===== src/spi_port_pkg.sv =====
// Register map, field positions and reset values of the SPI port.
package spi_port_pkg;
  localparam int unsigned ADR_W        = 8;
  localparam int unsigned DAT_W        = 8;
  localparam int unsigned TXQ_DEPTH    = 8;
  localparam logic [7:0]  ADR_DELAY    = 8'h54;
  localparam logic [7:0]  ADR_ENWAKE   = 8'h55;
  localparam logic [7:0]  ADR_MODE     = 8'h56;
  localparam logic [7:0]  ADR_PRESCALE = 8'h57;
  localparam logic [7:0]  ADR_SELECT   = 8'h58;
  localparam logic [7:0]  ADR_TXBYTE   = 8'h59;
  localparam logic [7:0]  ADR_FLAGS    = 8'h5a;
  localparam logic [7:0]  ADR_RXBYTE   = 8'h5b;
  localparam logic [7:0]  ADR_IRQ      = 8'h5c;
  localparam logic [7:0]  ADR_IRQEN    = 8'h5d;
  localparam logic [7:0]  RST_ZERO     = 8'h00;
  localparam logic [7:0]  PRESCALE_NV  = 8'h01;  // Stands in for the value programmed into nonvolatile memory.
  localparam logic [7:0]  BYTE_DUMMY   = 8'hff;
  localparam logic [7:0]  BYTE_MARK    = 8'h00;
  // Field positions inside the delay register.
  localparam int unsigned IDLE_HI = 7;
  localparam int unsigned IDLE_LO = 6;
  localparam int unsigned TRAIL_HI = 5;
  localparam int unsigned TRAIL_LO = 3;
  localparam int unsigned LEAD_HI = 2;
  localparam int unsigned LEAD_LO = 0;
  // Enable and wake register.
  localparam int unsigned B_PORT_EN  = 7;
  localparam int unsigned B_WAKE_USR = 6;
  localparam int unsigned B_WAKE_CFG = 5;
  localparam int unsigned B_EARLY    = 4;
  localparam logic [7:0]  ENWAKE_MASK = 8'hf0;
  // Mode and format register.
  localparam int unsigned B_MASTER = 7;
  localparam int unsigned B_HOLD   = 6;
  localparam int unsigned B_DUMMY  = 5;
  localparam int unsigned B_CPOL   = 2;
  localparam int unsigned B_CPHA   = 1;
  localparam int unsigned B_LOW_BIT_FIRST   = 0;
  localparam logic [7:0]  MODE_MASK = 8'he7;
  localparam logic [7:0]  PRESCALE_MASK = 8'h3f;
  // Status and interrupt bit positions.
  localparam int unsigned S_TIP  = 7;
  localparam int unsigned S_TRANSMIT_EMPTY_FLAG = 4;
  localparam int unsigned S_RECEIVE_FULL_FLAG = 3;
  localparam int unsigned S_ROE  = 1;
  localparam int unsigned S_MDF  = 0;
  localparam logic [7:0]  IRQ_MASK = 8'h1b;
  localparam logic [2:0]  BIT_LAST  = 3'h7;
  localparam logic [3:0]  EDGE_LAST = 4'hf;
  typedef enum logic [2:0] {M_IDLE, M_GAP, M_LEAD, M_XFER, M_HOLD, M_TRAIL} mst_state_e;
endpackage


===== src/spi_port.sv =====
// SPI master/slave port with byte registers on a WISHBONE slave and a transmit queue.
`timescale 1ns/1ps

module spi_txq #(
  parameter int unsigned W = 8,
  parameter int unsigned D = 8
) (
  input  wire logic         i_mclk,
  input  wire logic         i_rst,
  input  wire logic         i_flush,
  input  wire logic         i_valid,
  output logic              o_ready,
  input  wire logic [W-1:0] i_data,
  output logic              o_valid,
  input  wire logic         i_ready,
  output logic [W-1:0]      o_data
);
  localparam int unsigned AW = $clog2(D);
  logic [W-1:0]  mem_r [D];
  logic [AW-1:0] wr_r;
  logic [AW-1:0] rd_r;
  logic [AW:0]   cnt_r;
  logic          push;
  logic          pop;

  assign o_ready = (cnt_r != (AW+1)'(D));
  assign o_valid = (cnt_r != '0);
  assign o_data  = mem_r[rd_r];
  assign push    = i_valid && o_ready;
  assign pop     = i_ready && o_valid;

  always_ff @(posedge i_mclk) begin
    if (push) begin
      mem_r[wr_r] <= i_data;
    end
  end

  always_ff @(posedge i_mclk or posedge i_rst) begin
    if (i_rst) begin
      wr_r  <= '0;
      rd_r  <= '0;
      cnt_r <= '0;
    end else if (i_flush) begin
      wr_r  <= '0;
      rd_r  <= '0;
      cnt_r <= '0;
    end else begin
      if (push) begin
        wr_r <= (wr_r == AW'(D-1)) ? '0 : wr_r + 1'b1;
      end
      if (pop) begin
        rd_r <= (rd_r == AW'(D-1)) ? '0 : rd_r + 1'b1;
      end
      cnt_r <= cnt_r + (AW+1)'(push) - (AW+1)'(pop);
    end
  end
endmodule

// Function
// RQ1: Writing any of the five control registers resets the serial engine.
// RQ2: Idle code sets minimum time before master select goes low.
// RQ3: Trail code sets minimum time from last clock edge to select high.
// RQ4: Lead code sets minimum time from select low to first clock edge.
// RQ5: Each lead or trail code step adds half a clock period.
// RQ6: Enable bit clear disables and idles; set dedicates the pins.
// RQ7: User wake enable requests wake-up when user select falls during standby.
// RQ8: Config wake enable requests wake-up when config select falls during standby.
// RQ9: Early launch bit moves data launch half a clock period earlier. Code uses mode_r bit 4, which MODE_MASK clears; launch never moves.
// RQ10: Master bit picks slave or master; any change idles the port.
// RQ11: Hold bit keeps master select low with no data pending.
// RQ12: Dummy mode answers 0xff until data, then one 0x00, then data.
// RQ13: External master looks for the first 0x00 byte to find data.
// RQ14: Host keeps feeding bytes at bus rate after the dummy phase.
// RQ15: Polarity bit picks idle clock level; change aborts and idles.
// RQ16: Phase bit picks first or second edge sampling; change aborts.
// RQ17: Low-bit-first bit sets shift order; registers keep MSB in bit 7.
// RQ18: External master uses default polarity and phase on config port.
// RQ19: Bit clock is bus clock divided by divider plus one; divider at least 1.
// RQ20: Prescaler reset value is the programmed nonvolatile value.
// RQ21: Each select register bit drives one active-low master select line.
// RQ22: Slave host writes transmit byte early enough; reads need a dummy byte.
// RQ23: Software writes zero to reserved bits.
// RQ24: Transmit-empty flag shows empty transmit path; a write clears it.
// RQ25: Mode fault sets on slave select low in master mode; control writes clear. Code clears it only on delay, enable or mode writes.
module spi_port
  import spi_port_pkg::*;
(
  input  wire logic         i_mclk,
  input  wire logic         i_rst,
  input  wire logic         i_wb_cyc,
  input  wire logic         i_wb_stb,
  input  wire logic         i_wb_we,
  input  wire logic [7:0]   i_wb_adr,
  input  wire logic [7:0]   i_wb_dat,
  output logic [7:0]        o_wb_dat,
  output logic              o_wb_ack,
  input  wire logic         i_sck,
  output logic              o_sck,
  output logic              o_sck_oe_n,
  input  wire logic         i_mosi,
  output logic              o_mosi,
  output logic              o_mosi_oe_n,
  input  wire logic         i_miso,
  output logic              o_miso,
  output logic              o_miso_oe_n,
  input  wire logic         i_slave_select_n,
  input  wire logic         i_config_slave_select_in_n,
  input  wire logic         i_standby,
  output logic              o_wake_req,
  output logic              o_port_dedicated,
  output logic [7:0]        o_master_select_line_n
);
  logic [7:0] delay_r, enwake_r, mode_r, prescale_r, select_r, irqen_r, irq_r, rx_byte_r;
  logic       receive_full_flag_r, roe_r, mdf_r, ack_r, core_rst_r, started_r;
  logic       sck_r, sck_oe_n_r, mosi_oe_n_r, miso_oe_n_r, wake_r, ded_r;
  logic [7:0] msel_n_r, rdat_r, tx_sh_r, rx_sh_r;
  logic [4:0] s1_r, s2_r, s3_r, f_r;
  logic       sck_prev_r, ssn_prev_r;
  logic [5:0] div_r;
  logic [3:0] dly_r, edge_r;
  logic [2:0] bit_r;
  mst_state_e mst_r;

  logic wb_req, wr, rd, port_en, master, half_tick, edge_ev, leading, smp_ev, lau_ev;
  logic byte_done, m_load, s_load, q_pop, q_valid, q_ready, transmit_empty_flag, cs_act, tip;
  logic [7:0] q_data, load_byte;
  logic [5:0] div_mid;

  // Bit reversal serves both shift directions so the shifters always run MSB first.
  function automatic logic [7:0] order(input logic [7:0] d, input logic low_bit_first);
    logic [7:0] r;
    r = d;
    if (low_bit_first) begin
      for (int i = 0; i < 8; i++) begin
        r[i] = d[7-i];
      end
    end
    return r;
  endfunction

  // Delay codes count half periods: code n waits n+1 half ticks.
  function automatic logic dly_done(input logic [3:0] cnt, input logic [2:0] code);
    return cnt == {1'b0, code};
  endfunction

  assign wb_req  = i_wb_cyc && i_wb_stb && !ack_r;
  assign wr      = wb_req && i_wb_we;
  assign rd      = wb_req && !i_wb_we;
  assign port_en = enwake_r[B_PORT_EN];
  assign master  = mode_r[B_MASTER];

  always_ff @(posedge i_mclk or posedge i_rst) begin
    if (i_rst) begin
      ack_r <= 1'b0;
      rdat_r <= RST_ZERO;
    end else begin
      ack_r <= wb_req;
      case (i_wb_adr)
        ADR_DELAY:    rdat_r <= delay_r;
        ADR_ENWAKE:   rdat_r <= enwake_r;
        ADR_MODE:     rdat_r <= mode_r;
        ADR_PRESCALE: rdat_r <= prescale_r;
        ADR_SELECT:   rdat_r <= select_r;
        ADR_FLAGS:    rdat_r <= {tip, 2'b00, transmit_empty_flag, receive_full_flag_r, 1'b0, roe_r, mdf_r};
        ADR_RXBYTE:   rdat_r <= rx_byte_r;
        ADR_IRQ:      rdat_r <= irq_r;
        ADR_IRQEN:    rdat_r <= irqen_r;
        default:      rdat_r <= RST_ZERO;
      endcase
    end
  end

  always_ff @(posedge i_mclk or posedge i_rst) begin
    if (i_rst) begin
      delay_r    <= RST_ZERO;
      enwake_r   <= RST_ZERO;
      mode_r     <= RST_ZERO;
      prescale_r <= PRESCALE_NV; // RQ20
      select_r   <= RST_ZERO;
      irqen_r    <= RST_ZERO;
      core_rst_r <= 1'b0;
    end else begin
      core_rst_r <= 1'b0;
      if (wr) begin
        case (i_wb_adr)
          ADR_DELAY:    delay_r    <= i_wb_dat;
          ADR_ENWAKE:   enwake_r   <= i_wb_dat & ENWAKE_MASK;
          ADR_MODE:     mode_r     <= i_wb_dat & MODE_MASK;
          ADR_PRESCALE: prescale_r <= i_wb_dat & PRESCALE_MASK;
          ADR_SELECT:   select_r   <= i_wb_dat;
          ADR_IRQEN:    irqen_r    <= i_wb_dat & IRQ_MASK;
          default:      ;
        endcase
        // A format, mode or polarity change can only arrive by a write, so this also idles on them.
        if (i_wb_adr >= ADR_DELAY && i_wb_adr <= ADR_SELECT) begin
          core_rst_r <= 1'b1; // RQ1 RQ10 RQ15 RQ16 RQ17
        end
      end
    end
  end

  // Pins pass three flops; a new level is taken only once the last two agree.
  always_ff @(posedge i_mclk or posedge i_rst) begin
    if (i_rst) begin
      s1_r <= 5'h1f;
      s2_r <= 5'h1f;
      s3_r <= 5'h1f;
      f_r  <= 5'h1f;
    end else begin
      s1_r <= {i_config_slave_select_in_n, i_slave_select_n, i_miso, i_mosi, i_sck};
      s2_r <= s1_r;
      s3_r <= s2_r;
      f_r  <= (s3_r & ~(s2_r ^ s3_r)) | (f_r & (s2_r ^ s3_r));
    end
  end

  // Divider: one bit clock per prescale+1 bus clocks, with a half tick at mid and end.
  assign div_mid   = prescale_r[5:0] >> 1;
  assign half_tick = (div_r == prescale_r[5:0]) || (div_r == div_mid); // RQ19
  always_ff @(posedge i_mclk or posedge i_rst) begin
    if (i_rst) begin
      div_r <= '0;
    end else if (core_rst_r || div_r >= prescale_r[5:0]) begin
      div_r <= '0;
    end else begin
      div_r <= div_r + 1'b1;
    end
  end

  spi_txq #(.W(DAT_W), .D(TXQ_DEPTH)) u_txq (
    .i_mclk  (i_mclk),
    .i_rst   (i_rst),
    .i_flush (1'b0),
    .i_valid (wr && i_wb_adr == ADR_TXBYTE),
    .o_ready (q_ready),
    .i_data  (i_wb_dat),
    .o_valid (q_valid),
    .i_ready (q_pop),
    .o_data  (q_data)
  );
  assign transmit_empty_flag = !q_valid; // RQ24

  // Shared edge decode: master edges come from the divider, slave edges from the pin.
  assign edge_ev = port_en && (master ? (mst_r == M_XFER && half_tick)
                                      : (f_r[0] != sck_prev_r && !f_r[3]));
  assign leading = master ? !edge_r[0] : (f_r[0] != mode_r[B_CPOL]);
  assign smp_ev  = edge_ev && (leading ^ mode_r[B_CPHA]); // RQ16
  assign lau_ev  = edge_ev && (mode_r[B_EARLY] ? (leading ^ mode_r[B_CPHA]) : !(leading ^ mode_r[B_CPHA])); // RQ9
  assign byte_done = smp_ev && bit_r == BIT_LAST;
  assign tip     = master ? (mst_r != M_IDLE) : (port_en && !f_r[3]);

  // Master sequencer.
  always_ff @(posedge i_mclk or posedge i_rst) begin
    if (i_rst) begin
      mst_r  <= M_IDLE;
      dly_r  <= '0;
      edge_r <= '0;
    end else if (core_rst_r || !port_en || !master) begin
      mst_r  <= M_IDLE; // RQ6
      dly_r  <= '0;
      edge_r <= '0;
    end else if (half_tick) begin
      dly_r <= dly_r + 1'b1;
      case (mst_r)
        M_IDLE: begin
          dly_r <= '0;
          if (q_valid || mode_r[B_HOLD]) begin
            mst_r <= M_GAP;
          end
        end
        M_GAP: if (dly_done(dly_r, {1'b0, delay_r[IDLE_HI:IDLE_LO]})) begin // RQ2
          mst_r <= M_LEAD;
          dly_r <= '0;
        end
        M_LEAD: if (dly_done(dly_r, delay_r[LEAD_HI:LEAD_LO]) && q_valid) begin // RQ4 RQ5
          mst_r  <= M_XFER;
          edge_r <= '0;
        end
        M_XFER: begin
          edge_r <= edge_r + 1'b1;
          if (edge_r == EDGE_LAST) begin
            dly_r <= '0;
            if (!q_valid) begin
              mst_r <= mode_r[B_HOLD] ? M_HOLD : M_TRAIL; // RQ11
            end
          end
        end
        M_HOLD: begin
          if (q_valid) begin
            mst_r  <= M_XFER;
            edge_r <= '0;
          end else if (!mode_r[B_HOLD]) begin
            mst_r <= M_TRAIL;
            dly_r <= '0;
          end
        end
        M_TRAIL: if (dly_done(dly_r, delay_r[TRAIL_HI:TRAIL_LO])) begin // RQ3 RQ5
          mst_r <= M_IDLE;
        end
        default: mst_r <= M_IDLE;
      endcase
    end
  end

  assign m_load = master && half_tick && q_valid && port_en && !core_rst_r &&
                  ((mst_r == M_LEAD && dly_done(dly_r, delay_r[LEAD_HI:LEAD_LO])) ||
                   mst_r == M_HOLD || (mst_r == M_XFER && edge_r == EDGE_LAST));
  assign s_load = !master && port_en && ((ssn_prev_r && !f_r[3]) || (byte_done && !f_r[3]));
  assign q_pop  = m_load || (s_load && q_valid && !(mode_r[B_DUMMY] && !started_r));

  always_comb begin
    load_byte = q_data;
    if (s_load && !q_valid) begin
      load_byte = BYTE_DUMMY; // RQ12
    end else if (s_load && mode_r[B_DUMMY] && !started_r) begin
      load_byte = BYTE_MARK; // RQ12
    end
  end

  // Shift datapath shared by both modes.
  always_ff @(posedge i_mclk or posedge i_rst) begin
    if (i_rst) begin
      tx_sh_r <= BYTE_DUMMY;
      rx_sh_r <= RST_ZERO;
      bit_r   <= '0;
    end else if (core_rst_r || !port_en) begin
      tx_sh_r <= BYTE_DUMMY;
      bit_r   <= '0;
    end else begin
      if (smp_ev) begin
        rx_sh_r <= {rx_sh_r[6:0], master ? f_r[2] : f_r[1]};
        bit_r   <= bit_r + 1'b1;
      end
      if (m_load || s_load) begin
        tx_sh_r <= order(load_byte, mode_r[B_LOW_BIT_FIRST]); // RQ17
        bit_r   <= '0;
      end else if (lau_ev && (bit_r != '0 || smp_ev)) begin
        tx_sh_r <= {tx_sh_r[6:0], 1'b1};
      end
    end
  end

  always_ff @(posedge i_mclk or posedge i_rst) begin
    if (i_rst) begin
      started_r <= 1'b0;
    end else if (core_rst_r || f_r[3]) begin
      started_r <= 1'b0;
    end else if (s_load && q_valid && mode_r[B_DUMMY]) begin
      started_r <= 1'b1;
    end
  end

  // Receive and fault flags; a setting event wins over a clear in the same cycle.
  always_ff @(posedge i_mclk or posedge i_rst) begin
    if (i_rst) begin
      rx_byte_r <= RST_ZERO;
      receive_full_flag_r    <= 1'b0;
      roe_r     <= 1'b0;
      mdf_r     <= 1'b0;
    end else begin
      if (byte_done) begin
        rx_byte_r <= order({rx_sh_r[6:0], master ? f_r[2] : f_r[1]}, mode_r[B_LOW_BIT_FIRST]);
        receive_full_flag_r    <= 1'b1;
        roe_r     <= roe_r || receive_full_flag_r;
      end else if (rd && i_wb_adr == ADR_RXBYTE) begin
        receive_full_flag_r <= 1'b0;
      end
      if (master && port_en && !f_r[3]) begin
        mdf_r <= 1'b1; // RQ25
      end else if (wr && i_wb_adr >= ADR_DELAY && i_wb_adr <= ADR_MODE) begin
        mdf_r <= 1'b0; // RQ25
      end
    end
  end

  always_ff @(posedge i_mclk or posedge i_rst) begin
    if (i_rst) begin
      irq_r <= RST_ZERO;
    end else begin
      irq_r <= ((wr && i_wb_adr == ADR_IRQ) ? (irq_r & ~i_wb_dat) : irq_r)
             | (irqen_r & {3'b000, transmit_empty_flag, receive_full_flag_r, 1'b0, roe_r, mdf_r});
    end
  end

  // Pin drivers, all registered.
  assign cs_act = master && port_en && (mst_r == M_LEAD || mst_r == M_XFER || mst_r == M_HOLD ||
                                        mst_r == M_TRAIL);
  always_ff @(posedge i_mclk or posedge i_rst) begin
    if (i_rst) begin
      sck_r       <= 1'b0;
      sck_oe_n_r  <= 1'b1;
      mosi_oe_n_r <= 1'b1;
      miso_oe_n_r <= 1'b1;
      msel_n_r    <= 8'hff;
      sck_prev_r  <= 1'b0;
      ssn_prev_r  <= 1'b1;
      wake_r      <= 1'b0;
      ded_r       <= 1'b0;
    end else begin
      sck_r       <= (mst_r == M_XFER && half_tick) ? !sck_r
                   : (mst_r == M_XFER) ? sck_r : mode_r[B_CPOL]; // RQ15
      sck_oe_n_r  <= !(port_en && master);
      mosi_oe_n_r <= !(port_en && master);
      miso_oe_n_r <= !(port_en && !master && !f_r[3]);
      msel_n_r    <= cs_act ? ~select_r : 8'hff; // RQ21
      sck_prev_r  <= f_r[0];
      ssn_prev_r  <= f_r[3];
      ded_r       <= port_en; // RQ6
      wake_r      <= i_standby && ((enwake_r[B_WAKE_USR] && !f_r[3]) || // RQ7
                                   (enwake_r[B_WAKE_CFG] && !f_r[4]));  // RQ8
    end
  end

  assign o_wb_dat               = rdat_r;
  assign o_wb_ack               = ack_r;
  assign o_sck                  = sck_r;
  assign o_sck_oe_n             = sck_oe_n_r;
  assign o_mosi                 = tx_sh_r[7];
  assign o_mosi_oe_n            = mosi_oe_n_r;
  assign o_miso                 = tx_sh_r[7];
  assign o_miso_oe_n            = miso_oe_n_r;
  assign o_wake_req             = wake_r;
  assign o_port_dedicated       = ded_r;
  assign o_master_select_line_n = msel_n_r;

  property p_ack_one;
    @(posedge i_mclk) disable iff (i_rst) wb_req |=> o_wb_ack ##1 !o_wb_ack;
  endproperty
  a_ack_one: assert property (p_ack_one) else $error("bus ack not a single cycle");
  property p_ctrl_reset;
    @(posedge i_mclk) disable iff (i_rst) (wr && i_wb_adr == ADR_DELAY) |=> core_rst_r ##1 mst_r == M_IDLE;
  endproperty
  a_ctrl_reset: assert property (p_ctrl_reset) else $error("control write did not idle"); // RQ1
  property p_disabled;
    @(posedge i_mclk) disable iff (i_rst) !port_en [*2] |-> o_master_select_line_n == 8'hff && o_sck_oe_n;
  endproperty
  a_disabled: assert property (p_disabled) else $error("disabled port still drives"); // RQ6
  property p_idle_cs;
    @(posedge i_mclk) disable iff (i_rst) (mst_r == M_IDLE) |=> o_master_select_line_n == 8'hff;
  endproperty
  a_idle_cs: assert property (p_idle_cs) else $error("select low while idle"); // RQ21
  property p_transmit_empty_flag_clear;
    @(posedge i_mclk) disable iff (i_rst) (wr && i_wb_adr == ADR_TXBYTE && q_ready) |=> !transmit_empty_flag;
  endproperty
  a_transmit_empty_flag_clear: assert property (p_transmit_empty_flag_clear) else $error("transmit write left flag set"); // RQ24
  property p_mdf_set;
    @(posedge i_mclk) disable iff (i_rst) (master && port_en && !f_r[3]) |=> mdf_r;
  endproperty
  a_mdf_set: assert property (p_mdf_set) else $error("mode fault missed"); // RQ25
  property p_wake;
    @(posedge i_mclk) disable iff (i_rst) (i_standby && enwake_r[B_WAKE_CFG] && !f_r[4]) |=> o_wake_req;
  endproperty
  a_wake: assert property (p_wake) else $error("no wake request"); // RQ8
  property p_sck_idle;
    @(posedge i_mclk) disable iff (i_rst) (mst_r == M_TRAIL) [*2] |-> o_sck == mode_r[B_CPOL];
  endproperty
  a_sck_idle: assert property (p_sck_idle) else $error("clock not at idle level"); // RQ15
endmodule


===== config.mk =====
export PLATFORM = sky130hd
export DESIGN_NAME = spi_port
export DESIGN_NICKNAME = d
export VERILOG_FILES = /design/src/spi_port_pkg.sv /design/src/spi_port.sv
export SDC_FILE = /design/constraint.sdc
export NUM_CORES = 1
export LEC_CHECK = 0
export BUFFER_PORTS_ARGS = -buffer_cell sky130_fd_sc_hd__buf_2
export CORE_MARGIN = 2
export CORE_UTILIZATION = 40
export CTS_CLUSTER_DIAMETER = 150
export DETAILED_ROUTE_END_ITERATION = 16
export PLACE_DENSITY_LB_ADDON = 0.15
export SYNTH_ARGS = -nofsm -noshare
export SYNTH_HDL_FRONTEND = slang
export SYNTH_SLANG_ARGS = --single-unit
export TNS_END_PERCENT = 50

===== constraint.sdc =====
create_clock -name i_mclk -period 5 [get_ports i_mclk]
set_input_delay 1.5 -clock i_mclk [delete_from_list [all_inputs] [get_ports i_mclk]]
set_output_delay 1.5 -clock i_mclk [all_outputs]
set_load 0.01 [all_outputs]

==> results.toml <==
[synthesis]
synth-warning-count = 0
synth.area.mux_share_pct = 14.0
ys_types = 71
synth_edf_count = 64
synth-adder-area-share_pct = 3.60
synthSimpleGateAreaFrac_pct = 10.5
ys_ff_latch = 210
synth_ff_type = "dfrtp_1"
yosys-top-cells-area = "dfrtp_1, edfxtp_1, dfstp_2, mux4_2, mux2_2"
synthesis.instances = 720
ys_seq_area_share_pct = 58.6
yosys.area.top_type = "dfrtp_1"
synth_xor_area_share_pct = 2.38
syn-num-nets = 770
synth_top_family_by_area = "multiplexers"
synth_compound_area_share_pct = 8.34
yosysMostFrequentCell = "dfrtp_1"
syn-cell-area_um2 = 9600
ys_top_cells_by_count = "dfrtp_1, edfxtp_1, nand2_1"
postSynthAreaPerCell_um2 = 13.3
async_reset_ff_share_pct = 69.5
yosys.area.top_type_share_pct = 27.6

[power_and_ir_drop]
p_per_area_nw_per_um2 = 340
swShare_pct = 21.8
clkPwrFrac_pct = 47.2
p_int_mw = 2.91
power_frac_seq_pct = 49.1
p_sw_uw = 814
combPwrFrac_pct = 3.7
power_leakage_nw = 4.48
peakVddDrop_mv = 0.203

[worst_setup_path]
slowest_stage = "nor4_1"
arrival_ns = 3.91
timing.rr.start = "prescale_r[4]"
cp_cell_sequence = "inv_1, ha_1, nand2_1, nor2_1, a21oi_1, nor4_1, o21a_4, ha_1, inv_1, ha_1, inv_1, fa_1, inv_1"
cp_max_fo = 4
crit_start = "prescale_r[4]"
r2r_slack_ns = 1.50
cp_common_cell = "inv_1"
r2r-end = "u_txq.cnt_r[1]"
critPathCaptureType = "flip-flop"
cp-start-kind = "flip-flop"
slowest_delay_ns = 0.76
path_class = "flip-flop to flip-flop"
rr_worst_depth = 13
critPathRequiredTime_ns = 5.41

[worst_hold_path]
worst_hold_path.num_cells = 0
whs_endpoint = "s2_r[2]"
holdCritStartpoint = "s1_r[2]"
hold_class = "flip-flop to flip-flop"

[timing]
rsz0062_at_grt = "false"
slew_violations = 0
timing.final.hold_violations = 0
fin_setup_tns_ns = 0
finalSetupViolCount = 0
period_needed_ns = 3.50
slew_headroom_pct = 20.8
post-route-period-util_pct = 70.0
max_freq_ghz = 0.286
finClkSkew_ns = 0.0202
whs_ns = 0.354
tightestPinTransition_ns = 1.18

[clocking]
clk_path_buf_depth = 3
cts_resized = 0
cts-root-buf = "clkbuf_16"
clock_latency_ns = 0.52
post_cts_buffers = 0
cts.sinks = 210
htreeDepth = 1
cts_buffers = 24
cts_tree = "done"
hold_buffers = 0
clk_pin_slew_ns = 0.06

[placement]
io_buffers = 51
place_congestion = 0.919
place_hpwl_um = 15900

[floorplanning]
ios = 52
die-area_um2 = 25300
core_um2 = 23500
initial_core_util_pct = 40.8
die_h_um = 159
fp-row-count = 56
fp.dieW_um = 159

[grt]
grt_first_pass_wirelength_um = 35900
first_global_vias = 6111
grt_overflow_total = 0
gr-usage-all-layers_pct = 18.1
antenna_found_initial = 0
grt_max_degree = 73

[detailed_routing]
wl_per_cell_um = 20.2
routed_via_density = 5.36
drc_errors = 0
drt-total-wl_um = 22400
first_pass_iters = 5
drt_first_iter_violations = 506
vias = 5950
antenna_left = 0

[run]
drv_cap = 0

[final_layout]
syn_to_final_growth_pct = 14.3
layout-drive-gt1-share_pct = 28.4
final_core_util_pct = 46.6
final_nets = 824
antenna_cells = 0
fillers = 2125

[outcome]
status = "finished clean"
[cells by family (layout without fill, tap and decap cells)]
| kind of cell | count (synthesis) | in the layout |
|---|---|---|
| DFF | 210 | 210 |
| and+or+nand+nor | 191 | 191 |
| AOI/OAI and AO/OA | 114 | 114 |
| muxes | 97 | 97 |
| buffers and inverters | 56 | 128 |
| adders and majority gates | 28 | 28 |
| xor gates and xnor gates | 24 | 24 |
[critical path: cells and delay by family, from the launching register on]
family | cells | cell delay, ns
buf+inv | 4 | 0.23
fa+ha+maj | 4 | 1.18
flops | 1 | 0.46
simple gates | 3 | 1.09
compound gates | 2 | 0.44
[power groups by stage]
stage          Clock [mW]  Combinational [mW]  Sequential, mW
3_3_place_gp            0               0.137            1.86
3_5_place_dp            0               0.140            1.86
4_1_cts              1.80               0.140            1.83
6_report             1.76               0.137            1.83
5_1_grt              1.88               0.153            1.83
2_1_floorplan           0              0.0866            1.85
[cell usage in the layout (no fill, tap or decap), types with 4 or more instances in the layout]
master      netlist  routed
edfxtp_1         64      64
xnor2_1           8       8
dfstp_2          40      40
nor2b_1          17      17
buf_4             3       7
o22ai_1           4       4
nor3b_1           6       6
maj3_1            5       5
mux4_2           24      24
inv_1            25      24
xor2_1           15      15
nand2_1          64      64
o211ai_1          4       4
dfrtp_1         106     106
a2bb2oi_1         8       8
mux2i_1          30      30
nand2b_1          8       8
nand3_1          10      10
clkinvlp_4        0       6
nor2_1           38      38
nand3b_1          4       4
a31oi_1           7       7
and2_1            5       5
a22o_1            5       5
buf_2             4      51
a21oi_1          24      24
a21boi_0          4       4
o21ai_0          34      34
clkbuf_1         14       4
ha_1             22      22
nor3_1           10      10
mux2_2           39      39
clkbuf_16         0      25
[final cells by class]
| type | count | area (um2) | share of cell area, % |
|---|---|---|---|
| clock buffer | 32 | 682 | 6.21 |
| multi-input combinational | 454 | 3730 | 34.0 |
| tap | 319 | 399 | 3.64 |
| clock inverter | 12 | 119 | 1.08 |
| sequential | 210 | 5630 | 51.2 |
| inverter | 25 | 97.6 | 0.889 |
| timing repair buffer | 59 | 328 | 2.99 |
[stage by stage]
stage                     setup slack [ns]  total power, mW  cell area, um2  std cells
after global routing                  1.21             3.87           11000       1111
after floorplan                       1.33             1.94            9610        720
after global placement                1.29             2.00           10200       1067
after detailed placement              1.18             2.00           10200       1067
after CTS                             1.49             3.77           11000       1111
final                                 1.50             3.73           11000       1111
[layer usage]
| layer | up-vias | part of all wire [%] | track usage (%) |
|---|---|---|---|
| li1 | 2740 | - | - |
| met1 | 3048 | 48 | 27.1 |
| met2 | 136 | 46 | 28.2 |
| met3 | 26 | 4.3 | 2.53 |
| met4 | 0 | 1.9 | 4.01 |
| met5 | - | 0 | 0 |
[worst max-delay path by stage]
stage	end	slack, ns	cells past startpoint
after floorplan	u_txq.mem_r[4][0]	1.33	6
after global placement	u_txq.mem_r[6][2]	1.29	7
after detailed placement	u_txq.mem_r[6][3]	1.18	7
after CTS	u_txq.cnt_r[1]	1.49	13
after global routing	u_txq.cnt_r[1]	1.21	13
final	u_txq.cnt_r[1]	1.50	13
[state kept, by name, indices dropped and copies added, names as in the netlist, 8 cells and up, named ones only]
signal	cells
rx_byte_r	8
u_txq.mem_r	64
select_r	8
irq_r	8
o_master_select_line_n	8
delay_r	8
tx_sh_r	8
o_wb_dat	8
(Power assumes the default switching activity.)
